===== src/core/ttrm_pkg.sv =====
// Package for the trail trace receive monitor: register map, field layout, counts and carriers.
// Assumes a 16-bit register view placed in the low bits of a 32-bit classic Wishbone bus.
package ttrm_pkg;

   // Register indices; the byte address is four times the index
   localparam logic [7:0] TTRM_IDX_CTRL    = 8'hf0;
   localparam logic [7:0] TTRM_IDX_PTR     = 8'hf2;
   localparam logic [7:0] TTRM_IDX_LIVE    = 8'hf4;
   localparam logic [7:0] TTRM_IDX_LATCH   = 8'hf6;
   localparam logic [7:0] TTRM_IDX_IRQ_EN  = 8'hf8;
   localparam logic [7:0] TTRM_IDX_PORT_EN = 8'hec;
   localparam logic [7:0] TTRM_IDX_RX_DATA = 8'hfc;
   localparam logic [7:0] TTRM_IDX_EX_DATA = 8'hfe;

   // Control register fields
   localparam int TTRM_CTRL_ALIGN_OFF  = 3;
   localparam int TTRM_CTRL_CMP_EN     = 2;
   localparam int TTRM_CTRL_W          = 4;

   // Pointer register fields
   localparam int TTRM_PTR_RX_LSB      = 0;
   localparam int TTRM_PTR_EX_LSB      = 8;

   // Event bits, shared by live, latch and enable registers
   localparam int TTRM_EV_IDLE         = 0;
   localparam int TTRM_EV_UNSTABLE     = 1;
   localparam int TTRM_EV_MISMATCH     = 2;
   localparam int TTRM_EV_CHANGE       = 3;
   localparam int TTRM_EV_N            = 4;
   // Bits latched on a rising live level; the rest latch a pulse
   localparam logic [3:0] TTRM_EV_EDGE_MASK = 4'h7;

   // Identifier shape and declaration counts
   localparam int TTRM_ID_BYTES        = 16;
   localparam int TTRM_PTR_W           = 4;
   localparam logic [3:0] TTRM_UNSTABLE_CNT = 4'h8;
   localparam logic [2:0] TTRM_IDLE_CNT     = 3'h5;

   // Reset values
   localparam logic [15:0] TTRM_RST_REG16 = 16'h0000;
   localparam logic [7:0]  TTRM_RST_BYTE  = 8'h00;

   // One trail trace byte from the receive framer
   typedef struct packed {
      logic       valid;
      logic       first;
      logic [7:0] data;
   } ttrm_byte_s;

endpackage : ttrm_pkg


===== src/core/ttrm_assembler.sv =====
// Gathers received trail trace bytes into one 16-byte identifier.
// Assumes the framer marks byte 0 with first unless alignment is switched off.
`timescale 1ns/1ps
`default_nettype none
module ttrm_assembler #(
   parameter int NBYTES = 16
) (
   // Clock and reset
   input  wire logic                   clk,
   input  wire logic                   sys_rst,
   // Byte stream and control
   input  wire ttrm_pkg::ttrm_byte_s   in_byte,
   input  wire logic                   align_off,
   // Completed identifier
   output logic [NBYTES*8-1:0]         id_q,
   output logic                        done_q
);
   import ttrm_pkg::*;

   localparam int CW = $clog2(NBYTES);
   localparam logic [CW-1:0] LAST = CW'(NBYTES - 1);

   logic [7:0]    buf_q [NBYTES];
   logic [CW-1:0] cnt_q;
   logic          act_q;

   // Aligned mode waits for the first byte; unaligned starts anywhere
   wire           take = in_byte.valid && (align_off || in_byte.first || act_q);
   wire [CW-1:0]  slot = (in_byte.first && !align_off) ? '0 : cnt_q;

   always_ff @(posedge clk) begin
      if (sys_rst) begin
         cnt_q  <= '0;
         act_q  <= 1'b0;
         done_q <= 1'b0;
      end else begin
         done_q <= take && (slot == LAST);
         if (take) begin
            cnt_q <= slot + CW'(1);
            act_q <= (slot != LAST);
         end
      end
   end

   genvar g;
   generate
      for (g = 0; g < NBYTES; g++) begin : g_byte
         always_ff @(posedge clk) begin
            if (sys_rst) begin
               buf_q[g] <= TTRM_RST_BYTE;
            end else if (take && slot == CW'(g)) begin
               buf_q[g] <= in_byte.data;
            end
         end
         // Byte 0 sits in the low lane
         assign id_q[g*8 +: 8] = buf_q[g];
      end
   endgenerate

endmodule : ttrm_assembler
`default_nettype wire


===== src/core/ttrm_event_latch.sv =====
// Sticky event flags, write-one-to-clear, with set taking priority over clear.
// Flags chosen by EDGE_MASK latch on a rising source level, the others on a pulse.
`timescale 1ns/1ps
`default_nettype none
module ttrm_event_latch #(
   parameter int           N         = 4,
   parameter logic [N-1:0] EDGE_MASK = '0
) (
   // Clock and reset
   input  wire logic         clk,
   input  wire logic         sys_rst,
   // Sources and software clear
   input  wire logic [N-1:0] src,
   input  wire logic [N-1:0] clr,
   // Sticky flags
   output logic [N-1:0]      flag_q
);
   import ttrm_pkg::*;

   logic [N-1:0] src_q;

   genvar g;
   generate
      for (g = 0; g < N; g++) begin : g_flag
         wire set = EDGE_MASK[g] ? (src[g] && !src_q[g]) : src[g];
         always_ff @(posedge clk) begin
            if (sys_rst) begin
               src_q[g]  <= 1'b0;
               flag_q[g] <= 1'b0;
            end else begin
               src_q[g] <= src[g];
               if (set) begin
                  flag_q[g] <= 1'b1;
               end else if (clr[g]) begin
                  flag_q[g] <= 1'b0;
               end
            end
         end
      end
   endgenerate

endmodule : ttrm_event_latch
`default_nettype wire


===== src/core/ttrm_top.sv =====
// Trail trace receive monitor: identifier capture, mismatch, unstable and idle detection,
// latched events with interrupt, and pointer-advancing identifier access over Wishbone.
// Assumes trail trace bytes arrive synchronous to clk from the receive framer.
//
// Summary of operation
// - Live mismatch bit is high while received and expected identifiers differ.
// - Unstable declared after eight identifiers matching neither last received nor stored.
// - Idle declared after five consecutive all-zero identifiers.
// - Change flag latches whenever the stored received identifier takes a new value.
// - Mismatch, unstable and idle flags latch only on a rising live bit.
// - Interrupt needs a set flag, its enable, and this port's global enable.
// - Received data read returns byte at pointer, pointer advances, wraps fh to 0h.
// - Expected data read or write uses byte at pointer, advances, wraps fh to 0h.
// - Live idle and unstable bits drop once their condition stops holding.
// - Comparison runs only with compare enable set and alignment not disabled.
// - Both pointers are 4-bit fields naming the next byte, 0h is first.
//
// Added by the designer: the Wishbone register port.
`timescale 1ns/1ps
`default_nettype none
module ttrm_top #(
   parameter int ADR_W  = 12,
   parameter int NBYTES = 16
) (
   // Clock and reset
   input  wire logic                 clk,
   input  wire logic                 sys_rst,
   // Wishbone slave
   input  wire logic                 wb_cyc_i,
   input  wire logic                 wb_stb_i,
   input  wire logic                 wb_we_i,
   input  wire logic [ADR_W-1:0]     wb_adr_i,
   input  wire logic [3:0]           wb_sel_i,
   input  wire logic [31:0]          wb_dat_i,
   output logic [31:0]               wb_dat_o,
   output logic                      wb_ack_o,
   // Receive framer byte stream
   input  wire ttrm_pkg::ttrm_byte_s rx_byte,
   // Interrupt
   output logic                      irq
);
   import ttrm_pkg::*;

   localparam int IDW = NBYTES * 8;

   // Bus decode
   wire        req      = wb_cyc_i && wb_stb_i && !wb_ack_o;
   wire        wr       = req && wb_we_i;
   wire        rd       = req && !wb_we_i;
   wire [7:0]  idx      = wb_adr_i[9:2];
   wire        hi_zero  = (wb_adr_i[ADR_W-1:10] == '0);
   wire        sel_lo   = wb_sel_i[0];
   wire        sel_hi   = wb_sel_i[1];
   wire        hit_ctrl = hi_zero && idx == TTRM_IDX_CTRL;
   wire        hit_ptr  = hi_zero && idx == TTRM_IDX_PTR;
   wire        hit_live = hi_zero && idx == TTRM_IDX_LIVE;
   wire        hit_lat  = hi_zero && idx == TTRM_IDX_LATCH;
   wire        hit_ien  = hi_zero && idx == TTRM_IDX_IRQ_EN;
   wire        hit_pen  = hi_zero && idx == TTRM_IDX_PORT_EN;
   wire        hit_rxd  = hi_zero && idx == TTRM_IDX_RX_DATA;
   wire        hit_exd  = hi_zero && idx == TTRM_IDX_EX_DATA;

   // Software state
   logic [TTRM_CTRL_W-1:0] ctrl_q;
   logic [TTRM_PTR_W-1:0]  rx_ptr_q;
   logic [TTRM_PTR_W-1:0]  ex_ptr_q;
   logic [TTRM_EV_N-1:0]   irq_en_q;
   logic                   port_en_q;
   logic [7:0]             exp_q [NBYTES];
   logic [IDW-1:0]         exp_flat;

   wire align_off = ctrl_q[TTRM_CTRL_ALIGN_OFF];
   wire cmp_en    = ctrl_q[TTRM_CTRL_CMP_EN];

   // Identifier capture
   logic [IDW-1:0] id_new;
   logic           id_done;

   ttrm_assembler #(
      .NBYTES (NBYTES)
   ) u_asm (
      .clk       (clk),
      .sys_rst   (sys_rst),
      .in_byte   (rx_byte),
      .align_off (align_off),
      .id_q      (id_new),
      .done_q    (id_done)
   );

   // Identifier history and condition counters
   logic [IDW-1:0] prev_q;
   logic [IDW-1:0] cur_q;
   logic [3:0]     unst_cnt_q;
   logic [2:0]     idle_cnt_q;
   logic           change_q;
   logic           mism_q;

   wire same_prev = (id_new == prev_q);
   wire same_cur  = (id_new == cur_q);
   wire all_zero  = (id_new == '0);
   // A repeated identifier that differs from the stored one replaces it
   wire accept    = id_done && same_prev && !same_cur;
   // Run counters restart on any identifier that breaks the run
   wire unst_brk  = id_done && (same_prev || same_cur);
   wire unst_step = id_done && (unst_cnt_q != TTRM_UNSTABLE_CNT);
   wire idle_brk  = id_done && !all_zero;
   wire idle_step = id_done && (idle_cnt_q != TTRM_IDLE_CNT);

   // Last received and stored identifiers
   always_ff @(posedge clk) begin
      if (sys_rst) begin
         prev_q   <= '0;
         cur_q    <= '0;
         change_q <= 1'b0;
      end else begin
         change_q <= accept;
         if (id_done) begin
            prev_q <= id_new;
         end
         if (accept) begin
            cur_q <= id_new;
         end
      end
   end

   // Unstable run: identifiers matching neither the last nor the stored one
   always_ff @(posedge clk) begin
      if (sys_rst) begin
         unst_cnt_q <= '0;
      end else if (unst_brk) begin
         unst_cnt_q <= '0;
      end else if (unst_step) begin
         unst_cnt_q <= unst_cnt_q + 4'h1;
      end
   end

   // Idle run: consecutive all-zero identifiers
   always_ff @(posedge clk) begin
      if (sys_rst) begin
         idle_cnt_q <= '0;
      end else if (idle_brk) begin
         idle_cnt_q <= '0;
      end else if (idle_step) begin
         idle_cnt_q <= idle_cnt_q + 3'h1;
      end
   end

   // Live conditions follow the present state only
   wire live_unst = (unst_cnt_q == TTRM_UNSTABLE_CNT);
   wire live_idle = (idle_cnt_q == TTRM_IDLE_CNT);
   wire cmp_on    = cmp_en && !align_off;

   // Registered: mismatch follows a stored or expected change one cycle later
   always_ff @(posedge clk) begin
      if (sys_rst) begin
         mism_q <= 1'b0;
      end else begin
         mism_q <= cmp_on && (cur_q != exp_flat);
      end
   end

   logic [TTRM_EV_N-1:0] live;
   always_comb begin
      live                   = '0;
      live[TTRM_EV_IDLE]     = live_idle;
      live[TTRM_EV_UNSTABLE] = live_unst;
      live[TTRM_EV_MISMATCH] = mism_q;
      live[TTRM_EV_CHANGE]   = change_q;
   end

   // Sticky events
   wire [TTRM_EV_N-1:0] lat_clr = (wr && hit_lat && sel_lo) ? wb_dat_i[TTRM_EV_N-1:0] : '0;
   logic [TTRM_EV_N-1:0] latch_q;

   ttrm_event_latch #(
      .N         (TTRM_EV_N),
      .EDGE_MASK (TTRM_EV_EDGE_MASK)
   ) u_lat (
      .clk     (clk),
      .sys_rst (sys_rst),
      .src     (live),
      .clr     (lat_clr),
      .flag_q  (latch_q)
   );

   // Identifier byte access
   wire rx_step  = rd && hit_rxd;
   // A write without the low byte lane leaves the expected pointer alone
   wire ex_step  = hit_exd && req && (!wb_we_i || sel_lo);
   wire ptr_wr   = wr && hit_ptr;

   genvar g;
   generate
      for (g = 0; g < NBYTES; g++) begin : g_exp
         always_ff @(posedge clk) begin
            if (sys_rst) begin
               exp_q[g] <= TTRM_RST_BYTE;
            end else if (wr && hit_exd && sel_lo && ex_ptr_q == TTRM_PTR_W'(g)) begin
               exp_q[g] <= wb_dat_i[7:0];
            end
         end
         assign exp_flat[g*8 +: 8] = exp_q[g];
      end
   endgenerate

   // Pointers wrap naturally at 4 bits
   // An advance beats a pointer write in the same cycle
   always_ff @(posedge clk) begin
      if (sys_rst) begin
         rx_ptr_q <= '0;
         ex_ptr_q <= '0;
      end else begin
         if (rx_step) begin
            rx_ptr_q <= rx_ptr_q + 4'h1;
         end else if (ptr_wr && sel_lo) begin
            rx_ptr_q <= wb_dat_i[TTRM_PTR_RX_LSB +: TTRM_PTR_W];
         end
         if (ex_step) begin
            ex_ptr_q <= ex_ptr_q + 4'h1;
         end else if (ptr_wr && sel_hi) begin
            ex_ptr_q <= wb_dat_i[TTRM_PTR_EX_LSB +: TTRM_PTR_W];
         end
      end
   end

   // Control registers
   // Control bits 1:0 are kept for software but act on nothing here
   always_ff @(posedge clk) begin
      if (sys_rst) begin
         ctrl_q    <= '0;
         irq_en_q  <= '0;
         port_en_q <= 1'b0;
      end else begin
         if (wr && hit_ctrl && sel_lo) begin
            ctrl_q <= wb_dat_i[TTRM_CTRL_W-1:0];
         end
         if (wr && hit_ien && sel_lo) begin
            irq_en_q <= wb_dat_i[TTRM_EV_N-1:0];
         end
         if (wr && hit_pen && sel_lo) begin
            port_en_q <= wb_dat_i[0];
         end
      end
   end

   // Read mux
   wire [7:0] rx_rd_byte = cur_q[rx_ptr_q*8 +: 8];
   wire [7:0] ex_rd_byte = exp_q[ex_ptr_q];
   logic [15:0] rd_val;
   always_comb begin
      rd_val = TTRM_RST_REG16;
      if (hit_ctrl) begin
         rd_val[TTRM_CTRL_W-1:0] = ctrl_q;
      end
      if (hit_ptr) begin
         rd_val[TTRM_PTR_RX_LSB +: TTRM_PTR_W] = rx_ptr_q;
         rd_val[TTRM_PTR_EX_LSB +: TTRM_PTR_W] = ex_ptr_q;
      end
      if (hit_live) begin
         rd_val[TTRM_EV_MISMATCH] = mism_q;
         rd_val[TTRM_EV_UNSTABLE] = live_unst;
         rd_val[TTRM_EV_IDLE]     = live_idle;
      end
      if (hit_lat) begin
         rd_val[TTRM_EV_N-1:0] = latch_q;
      end
      if (hit_ien) begin
         rd_val[TTRM_EV_N-1:0] = irq_en_q;
      end
      if (hit_pen) begin
         rd_val[0] = port_en_q;
      end
      if (hit_rxd) begin
         rd_val[7:0] = rx_rd_byte;
      end
      if (hit_exd) begin
         rd_val[7:0] = ex_rd_byte;
      end
   end

   // Bus answer; a request still held while ack is high is not taken again
   always_ff @(posedge clk) begin
      if (sys_rst) begin
         wb_ack_o <= 1'b0;
         wb_dat_o <= '0;
      end else begin
         wb_ack_o <= req;
         if (rd) begin
            wb_dat_o <= {16'h0000, rd_val};
         end
      end
   end

   // Interrupt level from enabled sticky flags
   wire irq_d = port_en_q && |(latch_q & irq_en_q);

   always_ff @(posedge clk) begin
      if (sys_rst) begin
         irq <= 1'b0;
      end else begin
         irq <= irq_d;
      end
   end

endmodule : ttrm_top
`default_nettype wire


===== config.mk =====
export PLATFORM = sky130hd
export DESIGN_NAME = ttrm_top
export DESIGN_NICKNAME = d
export VERILOG_FILES = /design/src/core/ttrm_pkg.sv /design/src/core/ttrm_assembler.sv /design/src/core/ttrm_event_latch.sv /design/src/core/ttrm_top.sv
export SDC_FILE = /design/constraint.sdc
export NUM_CORES = 1
export LEC_CHECK = 0
export BUFFER_PORTS_ARGS = -buffer_cell sky130_fd_sc_hd__buf_2
export CAP_MARGIN = 10
export CORE_MARGIN = 4
export CORE_UTILIZATION = 40
export DETAILED_ROUTE_END_ITERATION = 10
export PLACE_DENSITY = 0.56
export SYNTH_ARGS = -nofsm -noshare
export SYNTH_HDL_FRONTEND = slang
export SYNTH_SLANG_ARGS = --single-unit

===== constraint.sdc =====
create_clock -name clk -period 4.5 [get_ports clk]
set_input_delay 0.45 -clock clk [delete_from_list [all_inputs] [get_ports clk]]
set_output_delay 0.45 -clock clk [all_outputs]
set_load 0.02 [all_outputs]

== After elaboration in Yosys (flattened, before gate mapping) ==
Memories as Yosys holds them, arrays and structs flattened. A register that Yosys moved wholly into a read port is not among the register bits.
Cells that the tools add are included.

* Bits in registers: 309
* Latch bits: 0
* Memory bits (writable): 256
* Bits in read-only memories: 0
* Bits of input ports: 63
* Word-level logic and storage cells: 365
* Memories: 2

* Add/sub/neg operators: 5
* $mul: 0
* Divide/modulo/power cells: 0
* Magnitude comparators: 0
* Equality and inequality tests: 46
* Shift-type cells: 1
* Mux-type cells: 155
* Bitwise logic cells: 33
* Reductions and logical operators: 99

{| class="wikitable"
|+ Memory list
! name !! words !! width !! rd ports !! clocked after memory_dff !! write ports !! line !! text
|-
| exp_q || 16 || 8 || 17 || 1 || 16 || ttrm_top.sv:69 || <nowiki>logic [7:0] exp_q [NBYTES];</nowiki>
|-
| u_asm.buf_q || 16 || 8 || 16 || 0 || 16 || ttrm_assembler.sv:23 || <nowiki>logic [7:0] buf_q [NBYTES];</nowiki>
|}

{| class="wikitable"
|+ Operators by type and width
! operator !! count
|-
| 8-bit 2-to-1 mux || 34
|-
| 128-bit == test || 2
|-
| 128-bit zero test || 1
|-
| 128-bit inequality test || 1
|-
| 128-bit by 8-bit variable part select with 8-bit output || 1
|-
| 1-bit 2-to-1 mux || 107
|-
| 1-bit logical AND || 74
|-
| 4-bit == test, second input constant || 17
|-
| 8-bit == test, second input constant || 8
|-
| 4-bit 2-to-1 mux || 13
|-
| 4-bit by 3-bit == test with 1-bit output, second input constant || 8
|-
| 1-bit OR || 32
|-
| 4-bit by 1-bit adder with 4-bit output, second input constant || 4
|-
| 4-bit by 2-bit == test with 1-bit output, second input constant || 4
|-
| 2-bit nonzero test || 6
|-
| 4-bit by 1-bit == test with 1-bit output, second input constant || 2
|-
| 1-bit zero test || 8
|-
| 4-bit zero test || 2
|-
| 4-bit inequality test, second input constant || 2
|-
| 4-bit AND || 1
|-
| 1-bit logical OR || 4
|-
| 2-bit OR reduction || 2
|-
| 4-bit OR reduction || 1
|-
| 3-bit by 1-bit adder with 3-bit output, second input constant || 1
|-
| 4 further kinds || 4
|}

== Depth between registers and ports, before layout ==
* Word-level depth: 10
* Mapped depth: 10

== By module ==
A second synthesis with hierarchy kept.

* Cell total of the unflattened synthesis: 2663
* Area, all modules: 28282.1 sq um

{| class="wikitable"
|+ Modules (own cells, without submodules)
! module !! instances !! cells an instance !! area each (sq um)
|-
| ttrm_top || 1 || 2269 || 22999.6
|-
| ttrm_assembler || 1 || 372 || 5048.6
|-
| ttrm_event_latch || 1 || 22 || 234.0
|}

== Worst setup path after synthesis ==
Ideal clock, no wire load.

* Kind: input-to-reg
* Start point: in wb_adr_i[10]
* End point: mem exp_q[0][0] (enable)
* Arrival time: 2373 ps
* Data required time: 4125 ps
* Slack: 1753 ps
* Cell stages on the path: 8
* Buffers on the path: 2
* Cells stage by stage: and4b_1 -> and3_1 -> clkbuf_1 -> nand4_1 -> nor2_1 -> nand2_1 -> clkbuf_1 -> o21bai_1

{| class="wikitable"
|+ RTL lines
! item !! line !! text
|-
| start, declared || ttrm_top.sv:32 || <nowiki>input wire logic [ADR_W-1:0] wb_adr_i,</nowiki>
|-
| end, declared || ttrm_top.sv:69 ||
|}

==> results.toml <==
[synth]
synth_edf_count = 256
yosys-top-cells-area = "edfxtp_1 (26%), dfxtp_1 (21%), mux4_2 (5.8%)"
synth_area_um2 = 29400
ys_warn_count = 0
async_flop_share = 0
ys_types = 60
ys_seq_area_frac = 0.475
synth_cells = 2755
ys_ff_latch = 569
syn_area_per_cell_um2 = 10.7
yosys.area.top_type = "edfxtp_1"
yosysTopAreaCellShare = 0.262
ys.flop_type = "dfxtp_1"

[clock_tree]
cts.clk_slew.worst_paths_ns = 0.06
cts_made_buffers = 68
ctsHoldBuffers = 0
root_buffer = "clkbuf_16"
cts_resized = 0
cts.sinks = 569
postCtsSetupBuffers = 0
clkLatencyLatePin_ns = 0.62
cts_tree = "done"
clockBufferDepth = 3
htree_levels = 3

[worst_setup_path]
critPathSlowestCell = "nor4_1"
crit_path_max_incr_delay_ns = 0.76
worstSetupStartpoint = "u_asm.buf_q[2][13]"
r2r-start = "u_asm.buf_q[2][13]"
crit_top_cell = "nor4_1"
critical_path_arrival_ns = 4.30
crit_chain = "xor2_1 > nor4_1 > nand4_1 > nor4_1 > and2_4 > buf_12 > o31ai_1 > a21oi_1"
path_max_fanout = 79
worstSetupPathType = "flip-flop to flip-flop"
startpoint_type = "flip-flop"
end_kind = "flip-flop"
critPathRequiredTime_ns = 5.01

[route]
wire_per_inst_um = 30.2
routed_wl_um = 113000
drc = 0
drtIter0Drc = 3147
vias = 23200
ant_nets = 0
routed_via_density = 6.20
drt_pass1_iterations = 5

[sta]
finalSetupTns_ns = 0
setup_viol = 0
max_freq_mhz = 264
grt_setup_unrepaired = "no"
min_period_over_period = 0.842
final.setup_skew_ns = 0.0326
drv_slew = 0
worst-slew-pin-transition_ns = 1.12
slew_headroom = 0.253
period_needed_ns = 3.79
hold_viol = 0

[cells_and_area]
layout-drive-gt1-share = 0.108
nets = 2813
fill_cells = 6868
final_core_util = 0.447
seq_area_um2 = 14000
multi_input_area_um2 = 14200
area_growth_pct = 10.9

[global_route]
grtUsageTotal = 0.282
grt_max_degree = 130
grt_pass1_vias = 21800
grt_overflow = 0
grt_pass1_wl_um = 160000
antenna_found_initial = 7

[hold_path]
hold_start = "wb_dat_i[2]"
hold_class = "primary input to flip-flop"

[floorplanning]
ios = 97
initial_core_util = 0.403
coreArea_um2 = 72800
dieWidth_um = 279
die-height_um = 279
design.die.area_um2 = 77800
placementRows = 99

[place]
dp_hpwl_um = 82400
port_buffers = 52
gp_congestion = 1.01

[status]
status = "finished clean"

[pwr]
leakage_nw = 11.1
peakVddDrop_v = 0.000248
pwr_density_cell_nw_per_um2 = 356
p_total_mw = 11.6

[run]
cap_violations = 0
==> routing by layer <==
metal	track usage	vias up	wire, µm
li1	-	10100	-
met2	0.417	1347	48900
met3	0.0714	204	12200
met5	0	-	22
met4	0.0941	4	3890
met1	0.405	11600	48300
==> worst max-delay path: cells and delay by family, from the launching register on <==
family / cells / cell delay (ns)
and+or+nand+nor: 4 / 2.15
DFF: 1 / 0.56
buffers and inverters: 1 / 0.35
AOI/OAI and AO/OA: 2 / 0.32
xor gates and xnor gates: 1 / 0.21
==> cells by family after synthesis <==
group,count (synthesis),share of synthesized area
compound gates,416,0.0947
xor+xnor,318,0.0949
flops,569,0.475
fa+ha+maj,13,0.00554
simple gates,931,0.177
mux,220,0.107
buf+inv,287,0.0451
other cells,1,0.000128
==> cells in the mapped netlist, types with 19 or more instances <==
| master | instances |
|---|---|
| a211oi_1 | 20 |
| a21oi_1 | 152 |
| and2_1 | 230 |
| buf_2 | 23 |
| buf_4 | 32 |
| clkbuf_1 | 144 |
| dfxtp_1 | 313 |
| edfxtp_1 | 256 |
| inv_1 | 67 |
| mux2i_1 | 143 |
| mux4_2 | 76 |
| nand2_1 | 38 |
| nand2b_1 | 27 |
| nand3_1 | 22 |
| nand4_1 | 186 |
| nor2_1 | 193 |
| nor2b_1 | 35 |
| nor3_1 | 61 |
| nor4_1 | 102 |
| o21bai_1 | 33 |
| o22ai_1 | 19 |
| o31ai_1 | 128 |
| xnor2_1 | 140 |
| xor2_1 | 178 |
==> power breakdown <==
| part | internal, mW | switching [mW] |
|---|---|---|
| Sequential | 5.49 | 0.187 |
| Clock | 3.13 | 2.28 |
| Combinational | 0.155 | 0.369 |
==> cell usage in the layout (no fill, tap or decap), types with 13 or more instances in the layout <==
master	netlist	layout
dfxtp_1	313	310
edfxtp_1	256	256
and2_1	230	229
nor2_1	193	193
nand4_1	186	186
xor2_1	178	178
a21oi_1	152	152
mux2i_1	143	143
xnor2_1	140	140
o31ai_1	128	128
nor4_1	102	102
mux4_2	76	76
clkbuf_16	0	71
inv_1	67	67
nor3_1	61	61
buf_4	32	52
buf_2	23	51
nand2_1	38	37
nor2b_1	35	35
o21bai_1	33	33
nand2b_1	27	27
nand3_1	22	22
a211oi_1	20	20
conb_1	1	20
o22ai_1	19	19
clkbuf_1	144	17
ha_1	13	13
==> final cells by class <==
| cell class | count | share of cell area |
|---|---|---|
| antenna | 1 | 0.0000769 |
| clock buffer | 95 | 0.0593 |
| clock inverter | 28 | 0.00734 |
| inverter | 69 | 0.00795 |
| multi-input combinational | 1918 | 0.435 |
| sequential | 569 | 0.429 |
| tap | 959 | 0.0369 |
| timing repair buffer | 111 | 0.0246 |
==> registers in the layout (all words and copies together), names as in the netlist, 12 cells and up, named ones only <==
signal and flops:
wb_dat_o 12, exp_q 128, u_asm.buf_q 128, prev_q 128, cur_q 128
==> path summary, 6_finish.rpt <==
| path | slack, ns | to | depth (start not counted) |
|---|---|---|---|
| min | 0.15 | irq_en_q[2] | 3 |
| min reg2reg | 0.47 | u_asm.act_q | 2 |
| max reg2reg | 0.71 | cur_q[121] | 8 |
| max | 0.71 | cur_q[121] | 8 |
==> metrics by stage <==
stage | hold slack (ns) | instance area (µm²) | instances | setup WS, ns
2_1_floorplan | 0.411 | 29400 | 2774 | 1.75
3_3_place_gp | 0.455 | 30400 | 3626 | 0.890
3_5_place_dp | 0.469 | 30400 | 3626 | 0.878
4_1_cts | 0.122 | 32600 | 3749 | 0.844
5_1_grt | 0.156 | 32600 | 3749 | 0.556
6_report | 0.149 | 32600 | 3750 | 0.713
(Power assumes the default switching activity.)
